[src/dac_link_pkg.sv]
// constants and types shared by the converter front end
package dac_link_pkg;

  // ==========================================
  // code word
  localparam int CODE_W = 16;
  localparam logic [4:0] WORD_BITS = 5'h10;
  localparam logic [15:0] RESET_CODE_MID = 16'h8000;
  localparam logic [15:0] RESET_CODE_ZERO = 16'h0000;
  localparam logic [15:0] TWOS_FLIP = 16'h8000;

  // ==========================================
  // pin synchroniser lanes
  localparam int PIN_W = 9;
  localparam int IDX_SCLK = 0;
  localparam int IDX_SDI = 1;
  localparam int IDX_CS_N = 2;
  localparam int IDX_LOAD_N = 3;
  localparam int IDX_RESET_N = 4;
  localparam int IDX_PDOWN = 5;
  localparam int IDX_RSEL = 6;
  localparam int IDX_FMT = 7;
  localparam int IDX_OSEL = 8;
  // idle levels: clock, power-down and selects low, active-low pins high
  localparam logic [8:0] PIN_RESET_VAL = 9'h01C;

  // ==========================================
  // cycles until the synchronised straps are trustworthy after reset
  localparam logic [2:0] SETTLE_CYCLES = 3'h4;

  typedef enum logic {
    LINK_IDLE,
    LINK_SHIFT
  } link_state_e;

endpackage : dac_link_pkg

[src/dac_serial_input_latch_control.sv]
// serial input, input register and load latch of a 16-bit converter
// Operation
// Serial bits enter the shift register only while chip select is held low.
// The serial output is driven only while selected and released while chip select is high.
// While the load input is low the latch is transparent and follows the input register.
// The converter code moves in the same cycle as the latch takes its new value.
// After reset the registers hold 8000h with reset select high and 0000h with it low.
// A low on the reset pin resets the device back to the selected reset code.
// While power-down is high the output is held grounded.
// Codes are straight binary with format select high and two's complement with it low.
// With output select high the input register is shifted out on the serial output.
// With output select low the shift register is shifted out for a cascaded device.
// Each serial output bit changes after a falling serial clock edge. The code presents the first bit when chip select falls.
// A transfer is 16 bits MSB first, moved to the input register when chip select rises.
// The host pulses the load input low after chip select rises unless it is tied low.
`timescale 1ns/1ps
module dac_serial_input_latch_control (
  // system clock and reset
  input wire logic CLK_SYS,
  input wire logic RST_B,
  // serial link pins
  input wire logic SCLK,
  input wire logic SDI,
  input wire logic CS_N,
  output logic SDO,
  output logic SDO_OE,
  // static and control pins
  input wire logic LOAD_LATCH_N,
  input wire logic RESET_N,
  input wire logic POWER_DOWN,
  input wire logic RESET_CODE_SELECT,
  input wire logic FORMAT_SELECT,
  input wire logic SERIAL_OUT_SOURCE_SELECT,
  // converter side
  output logic [dac_link_pkg::CODE_W-1:0] DAC_CODE,
  output logic [dac_link_pkg::CODE_W-1:0] INPUT_CODE,
  output logic OUT_GROUNDED
);
  import dac_link_pkg::*;

  // ==========================================
  // state
  typedef struct packed {
    link_state_e state;
    logic sclk_prev;
    logic cs_prev;
    logic [4:0] bit_cnt;
    logic [CODE_W-1:0] shift_reg;
    logic [CODE_W-1:0] out_shift;
    logic [CODE_W-1:0] input_code;
    logic [CODE_W-1:0] latch_code;
    logic [CODE_W-1:0] dac_code;
    logic sdo;
    logic sdo_oe;
    logic grounded;
    logic [2:0] settle;
  } ctl_s;

  ctl_s st_reg;
  ctl_s st_next;

  // ==========================================
  // functions
  function automatic logic [CODE_W-1:0] fmt_code(input logic [CODE_W-1:0] code,
                                                 input logic straight);
    // two's complement is moved onto the offset-binary scale of the converter
    fmt_code = straight ? code : (code ^ TWOS_FLIP);
  endfunction : fmt_code

  function automatic logic [CODE_W-1:0] reset_code(input logic sel);
    reset_code = sel ? RESET_CODE_MID : RESET_CODE_ZERO;
  endfunction : reset_code

  // ==========================================
  // pin synchronisation
  logic [PIN_W-1:0] pins;
  logic [PIN_W-1:0] lvl;

  assign pins = {SERIAL_OUT_SOURCE_SELECT, FORMAT_SELECT, RESET_CODE_SELECT, POWER_DOWN,
                 RESET_N, LOAD_LATCH_N, CS_N, SDI, SCLK};

  pin_sync #(
    .WIDTH(PIN_W),
    .RST_VAL(PIN_RESET_VAL)
  ) u_pin_sync (
    .clk(CLK_SYS),
    .rst_b(RST_B),
    .pins(pins),
    .level(lvl)
  );

  logic sclk_f;
  logic sdi_f;
  logic cs_f;
  logic load_n_f;
  logic hw_rst_n_f;
  logic pdown_f;
  logic rsel_f;
  logic fmt_f;
  logic osel_f;
  logic sclk_rise;
  logic sclk_fall;
  logic cs_fall;
  logic cs_rise;
  logic in_reset;

  assign sclk_f = lvl[IDX_SCLK];
  assign sdi_f = lvl[IDX_SDI];
  assign cs_f = lvl[IDX_CS_N];
  assign load_n_f = lvl[IDX_LOAD_N];
  assign hw_rst_n_f = lvl[IDX_RESET_N];
  assign pdown_f = lvl[IDX_PDOWN];
  assign rsel_f = lvl[IDX_RSEL];
  assign fmt_f = lvl[IDX_FMT];
  assign osel_f = lvl[IDX_OSEL];
  assign sclk_rise = sclk_f & ~st_reg.sclk_prev;
  assign sclk_fall = ~sclk_f & st_reg.sclk_prev;
  assign cs_fall = ~cs_f & st_reg.cs_prev;
  assign cs_rise = cs_f & ~st_reg.cs_prev;
  // filter output holds the straps only from settle == SETTLE_CYCLES, so reload once more
  localparam logic [2:0] SETTLE_END = SETTLE_CYCLES + 3'h1;
  assign in_reset = ~hw_rst_n_f | (st_reg.settle != SETTLE_END);

  // ==========================================
  // next state
  always_comb
  begin
    st_next = st_reg;
    st_next.sclk_prev = sclk_f;
    st_next.cs_prev = cs_f;
    st_next.grounded = pdown_f;
    if (st_reg.settle != SETTLE_END)
    begin
      st_next.settle = st_reg.settle + 3'h1;
    end
    if (in_reset)
    begin
      // reset pin low or settling: shift, output shift, input and latch codes back to the strap value
      st_next.state = LINK_IDLE;
      st_next.bit_cnt = '0;
      st_next.shift_reg = reset_code(rsel_f);
      st_next.out_shift = reset_code(rsel_f);
      st_next.input_code = reset_code(rsel_f);
      st_next.latch_code = reset_code(rsel_f);
      st_next.sdo = 1'b0;
      st_next.sdo_oe = 1'b0;
    end
    else
    begin
      unique case (st_reg.state)
        LINK_IDLE:
        begin
          if (cs_fall)
          begin
            st_next.state = LINK_SHIFT;
            st_next.bit_cnt = '0;
            st_next.out_shift = st_reg.input_code;
            st_next.sdo_oe = 1'b1;
            // first bit is presented at select, ahead of the first rising edge
            st_next.sdo = osel_f ? st_reg.input_code[CODE_W-1]
                                 : st_reg.shift_reg[CODE_W-1];
          end
        end
        LINK_SHIFT:
        begin
          if (cs_f)
          begin
            st_next.state = LINK_IDLE;
            st_next.sdo_oe = 1'b0;
            st_next.sdo = 1'b0;
            // a short word is dropped; a long one keeps its last 16 bits
            if (st_reg.bit_cnt >= WORD_BITS)
            begin
              st_next.input_code = st_reg.shift_reg;
            end
          end
          else if (sclk_rise)
          begin
            st_next.shift_reg = {st_reg.shift_reg[CODE_W-2:0], sdi_f};
            st_next.out_shift = {st_reg.out_shift[CODE_W-2:0], 1'b0};
            if (st_reg.bit_cnt < WORD_BITS)
            begin
              st_next.bit_cnt = st_reg.bit_cnt + 5'h01;
            end
          end
          else if (sclk_fall)
          begin
            st_next.sdo = osel_f ? st_reg.out_shift[CODE_W-1]
                                 : st_reg.shift_reg[CODE_W-1];
          end
        end
      endcase
      // host pulses load low after the word lands, or ties it low
      if (!load_n_f)
      begin
        st_next.latch_code = st_next.input_code;
      end
    end
    st_next.dac_code = fmt_code(st_next.latch_code, fmt_f);
  end

  always_ff @(posedge CLK_SYS)
  begin
    if (!RST_B)
    begin
      st_reg <= '{state: LINK_IDLE, sclk_prev: 1'b0, cs_prev: 1'b1, bit_cnt: 5'h00,
                  shift_reg: RESET_CODE_ZERO, out_shift: RESET_CODE_ZERO,
                  input_code: RESET_CODE_ZERO, latch_code: RESET_CODE_ZERO,
                  dac_code: RESET_CODE_ZERO, sdo: 1'b0, sdo_oe: 1'b0, grounded: 1'b0,
                  settle: 3'h0};
    end
    else
    begin
      st_reg <= st_next;
    end
  end

  // ==========================================
  // outputs
  assign SDO = st_reg.sdo;
  assign SDO_OE = st_reg.sdo_oe;
  assign DAC_CODE = st_reg.dac_code;
  assign INPUT_CODE = st_reg.input_code;
  assign OUT_GROUNDED = st_reg.grounded;
endmodule : dac_serial_input_latch_control

[src/pin_sync.sv]
// three-stage synchroniser with agreement filter for asynchronous pins
`timescale 1ns/1ps
module pin_sync #(
  parameter int WIDTH = 9,
  parameter logic [WIDTH-1:0] RST_VAL = '0
) (
  // clock and reset
  input wire logic clk,
  input wire logic rst_b,
  // pins in, filtered levels out
  input wire logic [WIDTH-1:0] pins,
  output logic [WIDTH-1:0] level
);

  typedef struct packed {
    logic [WIDTH-1:0] s1;
    logic [WIDTH-1:0] s2;
    logic [WIDTH-1:0] s3;
    logic [WIDTH-1:0] flt;
  } sync_s;

  sync_s st_reg;
  sync_s st_next;
  logic [WIDTH-1:0] differ;

  always_comb
  begin
    st_next = st_reg;
    st_next.s1 = pins;
    st_next.s2 = st_reg.s1;
    st_next.s3 = st_reg.s2;
    // a change is taken only once stages two and three agree
    differ = st_reg.s2 ^ st_reg.s3;
    st_next.flt = (~differ & st_reg.s3) | (differ & st_reg.flt);
  end

  always_ff @(posedge clk)
  begin
    if (!rst_b)
    begin
      st_reg <= {RST_VAL, RST_VAL, RST_VAL, RST_VAL};
    end
    else
    begin
      st_reg <= st_next;
    end
  end

  assign level = st_reg.flt;

endmodule : pin_sync

[config.mk]
export PLATFORM = sky130hd
export DESIGN_NAME = dac_serial_input_latch_control
export DESIGN_NICKNAME = d
export VERILOG_FILES = /design/src/dac_link_pkg.sv /design/src/dac_serial_input_latch_control.sv /design/src/pin_sync.sv
export SDC_FILE = /design/constraint.sdc
export NUM_CORES = 1
export LEC_CHECK = 0
export BUFFER_PORTS_ARGS = -buffer_cell sky130_fd_sc_hd__buf_4
export CAP_MARGIN = 0
export CELL_PAD_IN_SITES_DETAIL_PLACEMENT = 1
export CELL_PAD_IN_SITES_GLOBAL_PLACEMENT = 1
export CORE_ASPECT_RATIO = 1.2
export CORE_MARGIN = 2
export CORE_UTILIZATION = 48
export DETAILED_ROUTE_END_ITERATION = 7
export GPL_TIMING_DRIVEN = 1
export PLACE_DENSITY_LB_ADDON = 0.25
export SYNTH_ARGS = -nofsm -noshare
export SYNTH_HDL_FRONTEND = slang
export SYNTH_SLANG_ARGS = --single-unit
[constraint.sdc]
create_clock -name CLK_SYS -period 4 [get_ports CLK_SYS]
set_clock_uncertainty 0.05 [all_clocks]
set_input_delay 0.6 -clock CLK_SYS [delete_from_list [all_inputs] [get_ports CLK_SYS]]
set_output_delay 0.6 -clock CLK_SYS [all_outputs]
set_load 0.01 [all_outputs]
# Yosys cells after proc, flatten, opt, wreduce, memory -nomap -nowiden
# Index checks and enable logic that the tools add are counted.
[classes]
n_addsub = 2
magnitude_cmp = 2
eq_ne = 12
n_mux = 26
n_bitwise = 16
n_reduce_logical = 8
[op_table]
columns = ["cell", "n"]
rows = [
  ["two-way mux 16 bit", 8],
  ["two-way mux 37 bit", 2],
  ["two-way mux 64 bit", 1],
  ["case mux 16 bit (2 select lines)", 1],
  ["bitwise AND 9 bit", 2],
  ["two-way mux 5 bit", 2],
  ["case mux 5 bit (2 select lines)", 1],
  ["inequality test 3 bit (second input constant)", 3],
  ["inverter 9 bit", 1],
  ["OR 9 bit", 1],
  ["AND reduction 3 bit", 3],
  ["XOR 9 bit", 1],
  ["two-way mux 1 bit", 8],
  ["inverter 1 bit", 7],
  ["inequality test 2 x 1 -> 1 bit (second input constant)", 3],
  ["inequality test 2 bit (second input constant)", 3],
  ["inequality test 3 x 1 -> 1 bit (second input constant)", 2],
  ["adder 5 x 1 -> 5 bit (second input constant)", 1],
  [">= comparator 5 bit (second input constant)", 1],
  ["less-than comparator 5 bit (second input constant)", 1],
  ["case mux 2 bit (2 select lines)", 1],
  ["AND reduction 4 bit", 1],
  ["nonzero test 2 bit", 2],
  ["adder 3 x 1 -> 3 bit (second input constant)", 1],
  ["other kinds (7)", 9],
]
[totals]
regBits = 130
in_bits = 11
out_inout_bits = 35
wordCells = 83

# Logic depth before layout (Yosys ltp)
[logic_depth]
ltp_word = 8
depth_mapped = 8
ltp_nobuf = 6

# By module
# From an unflattened synthesis, not the netlist that was laid out.
[hier_totals]
cells_unflattened = 470
hier_area_um2 = 4509.3
[by_module_without_submodules]
columns = ["module", "instances", "cells_per_inst", "area_each_um2", "seq_area_each_um2"]
rows = [
  ["dac_serial_input_latch_control", 1, 368, 3368.2, 1581.5],
  ["pin_sync", 1, 102, 1141.1, 720.7],
]

# Worst setup path after synthesis
# OpenSTA, ideal clock, no wires.
[synth_timing]
path_kind = "reg2reg"
from = "reg st_reg[1] in the netlist's numbering"
to = "reg st_reg[93] in the netlist's numbering"
arrival_ns = 1.341
slack_ns = 2.480
path_stages_with_launch = 9
path_buffers = 3
path_cell_list = "dfxtp_1 inv_1 ha_1 and3_1 buf_2 nand2_1 buf_4 buf_2 nor3_1"
[synth_between]
elab_chain_len = 3
[synth_lines]
columns = ["item", "line_no", "source"]
rows = [
  ["start: declaration", "dac_serial_input_latch_control.sv:59", "ctl_s st_reg;"],
  ["start signal: assignment", "dac_serial_input_latch_control.sv:206", "st_reg <= '{state: LINK_IDLE, sclk_prev: 1'b0, cs_prev: 1'b1, bit_cnt: 5'h00,"],
  ["start signal: assignment", "dac_serial_input_latch_control.sv:214", "st_reg <= st_next;"],
  ["inequality test 3 bit", "dac_serial_input_latch_control.sv:122", "assign in_reset = ~hw_rst_n_f | (st_reg.settle != SETTLE_END);"],
  ["OR 1 bit", "dac_serial_input_latch_control.sv:122", ""],
  ["OR reduction 2 bit (no source line)", "n/a", ""],
]
# No other way between the ends.
# A chain may end at the register's enable or synchronous reset.

==> results.toml <==
[route]
detail-route-antenna-nets = 0
drcViolationCount = 0
wire_per_inst_um = 15.3
routed_wl_mm = 9.47
drtIter0Drc = 151
drtPass1Iterations = 4
via_per_inst = 5.13
vias = 3171

[critical_path]
max_stage_delay_ns = 0.77
crit_path_start_kind = "flop"
critPathKind = "flop to flop"
arrival_ns = 2.55
path_buf_inv = 0
path_cells = "nand3_4 -> a211o_1 -> a32oi_1 -> o221ai_1"
crit_required_ns = 4.32
worstPathMaxFanout = 17
path_delay_family = "compound AO/OA/AOI/OAI gates"
endpoint_kind = "flop"
crit_slowest_cell = "dfxtp_1"

[cells_and_area]
stdcell_count = 618
layout-drive-gt1-share_pct = 19.5
final_area_um2 = 5270
largest_reg_flops = 59
nNetsFinal = 499
area_growth_pct = 16.3
seq_area_um2 = 2300
multi_input_area_um2 = 1830
fill_cells = 1043
antenna-diode-count = 0

[clock_tree]
tritoncts = "built"
cts_resized = 0
h-tree-depth = 4
clock-sinks = 115
cts_setup_buffers = 0
cts_buffers = 17
clockRootBuffer = "clkbuf_8"
worst_skew_pair.late_latency_ns = 0.52
cts.path.max_buffers = 2
hold_buffers = 0
clk_pin_slew_ns = 0.06

[placement]
postPlaceCellArea_um2 = 4660
hpwl_mm = 5.95
dp_slack_ns = 1.83
dp.cells = 586
port_buffers = 45
gp_congestion = 0.713

[pwr]
vdd.ir_drop.worst_mv = 0.361
p_per_area_nw_per_um2 = 524
power.share.sequential_pct = 42.4
clock_power_share_pct = 56.1
switching_share_pct = 20.1
internal_power_mw = 2.21
p_switching_mw = 0.555
combPwrFrac_pct = 1.5
power_leakage_nw = 1.94

[timing]
worst_slack_ns = 1.77
finalMaxSlewViolations = 0
setup_tns_ns = 0
setup-violations-final = 0
finalCriticalPeriod_ns = 2.23
relSlewSlack_pct = 36.7
grt_setup_unrepaired = "false"
fin_crit_sh_pct = 55.8
final_hold_viol_count = 0
worst_pin_slew_ns = 0.947
max_freq_mhz = 448

[floorplan]
boundaryPins = 46
design.core.area_um2 = 9130
die_y_um = 110
start_util_pct = 49.7
fp.dieW_um = 92.7
num_rows = 38
dieArea_um2 = 10200

[synthesis]
syn_area_per_cell_um2 = 9.46
syn_nets = 493
ys_ff_latch = 115
syn_inst = 479
synth_warnings = 0
post_synth_instance_area_um2 = 4530
ys_seq_area_share_pct = 50.8
ys_types = 44

[hold_path]
hold_path.class = "input pin to flop"

[grt]
grt_max_degree = 51
grt_remaining_overflow = 0
antenna_found_initial = 0
grt_first_pass_wirelength_mm = 15.8
grt_use_total_pct = 20.0
grt_pass1_vias = 3313

[flow_run]
drv_cap = 0

[status]
status = "complete, no violations"
## power by group through the flow
stage          logic, mW  registers, mW  clock network (mW)
6_report          0.0421           1.17                1.55
5_1_grt           0.0482           1.17                1.63
4_1_cts           0.0433           1.17                1.58
3_5_place_dp      0.0426           1.19                   0
3_3_place_gp      0.0400           1.19                   0
2_1_floorplan     0.0305           1.19                   0
## area by class of cell
type	instances	area share (%)
Tap cell	120	2.85
Multi-Input combinational cell	300	34.8
Clock inverter	14	3.54
Inverter	3	0.214
Timing Repair Buffer	48	6.84
Clock buffer	18	8.12
Sequential cell	115	43.7
## cell families (layout without fill, tap and decap cells)
logic type,count (synthesis),after routing,share of synthesized area (%)
buf+inv,64,83,8.83
xor+xnor,3,3,0.580
compound gates,85,85,13.4
simple gates,177,177,18.5
fa+ha+maj,3,3,0.828
mux,32,32,7.09
flops,115,115,50.8
## worst reg2reg max path, stage by stage, from the launching register on
cell	delay, ns
dfxtp_1	0.77
nand3_4	0.45
a211o_1	0.45
a32oi_1	0.19
o221ai_1	0.18
## worst paths after layout
path / slack [ns] / end / cells past startpoint / startpoint
worst max-delay path: 1.77 / DAC_CODE[15] / 4 / flop
worst min-delay path: 0.21 / u_pin_sync.st_next[21] / 2 / LOAD_LATCH_N
worst max register to register: 1.77 / DAC_CODE[15] / 4 / flop
worst min register to register: 0.36 / u_pin_sync.st_next[13] / 1 / u_pin_sync.st_next[22]
## metal layers
metal | track usage (%) | part of all wire [%] | vias to the layer above
met5 | 0 | 0 | -
met4 | 7.65 | 2.0 | 0
met3 | 6.68 | 3.7 | 19
met2 | 36.9 | 54 | 55
met1 | 20.5 | 40 | 1520
li1 | - | - | 1577
## synthesized netlist by cell type (all sizes together)
library cell / n / area share (%)
nand2: 61 / 5.1
a31oi: 2 / 0.28
o21a: 15 / 2.5
xnor2: 2 / 0.39
o211ai: 1 / 0.17
nand3b: 1 / 0.17
and3: 1 / 0.14
buf: 51 / 7.8
a32oi: 1 / 0.19
mux2i: 31 / 6.8
a211o: 1 / 0.19
nand2b: 16 / 2.4
or2: 2 / 0.28
nor2b: 6 / 0.83
nand4bb: 1 / 0.25
o211a: 1 / 0.22
inv: 3 / 0.25
mux2: 1 / 0.25
and2: 22 / 3.0
xor2: 1 / 0.19
nor3: 4 / 0.44
ha: 3 / 0.83
dfxtp: 115 / 51
nand4: 3 / 0.41
o221ai: 1 / 0.19
clkbuf: 10 / 0.83
a21boi: 7 / 1.2
nand3: 5 / 0.83
o21ai: 12 / 1.3
a21oi: 27 / 3.2
and4: 1 / 0.19
o22ai: 1 / 0.14
a221oi: 1 / 0.19
nor2: 54 / 4.5
a211oi: 15 / 3.6
## through the flow
stage | hold slack [ns] | utilization (%) | power [mW]
final | 0.215 | 57.7 | 2.76
after detailed placement | 0.347 | 51.0 | 1.24
after global placement | 0.342 | 51.0 | 1.23
after global routing | 0.199 | 57.7 | 2.85
after CTS | 0.192 | 57.7 | 2.79
after floorplan | 0.336 | - | 1.22
## cell usage in the layout, fill, tap and decap left out, types with 3 or more instances in the layout
master / Yosys / final
nand2_1: 61 / 60
nor3_1: 4 / 4
clkinv_2: 0 / 5
o21ai_0: 12 / 12
nand3_1: 4 / 4
nor2b_1: 6 / 6
nand2b_1: 15 / 15
buf_4: 36 / 48
o21a_1: 15 / 15
and2_1: 22 / 22
a21boi_0: 6 / 6
nor2_1: 53 / 53
dfxtp_1: 115 / 115
a211oi_2: 10 / 10
a211oi_1: 5 / 5
ha_1: 3 / 3
inv_1: 3 / 3
clkinv_4: 0 / 3
clkbuf_16: 0 / 16
mux2i_1: 31 / 31
a21oi_1: 26 / 26
nand4_1: 3 / 3
bufinv_16: 0 / 4
Power figures use the tool's default switching activity.
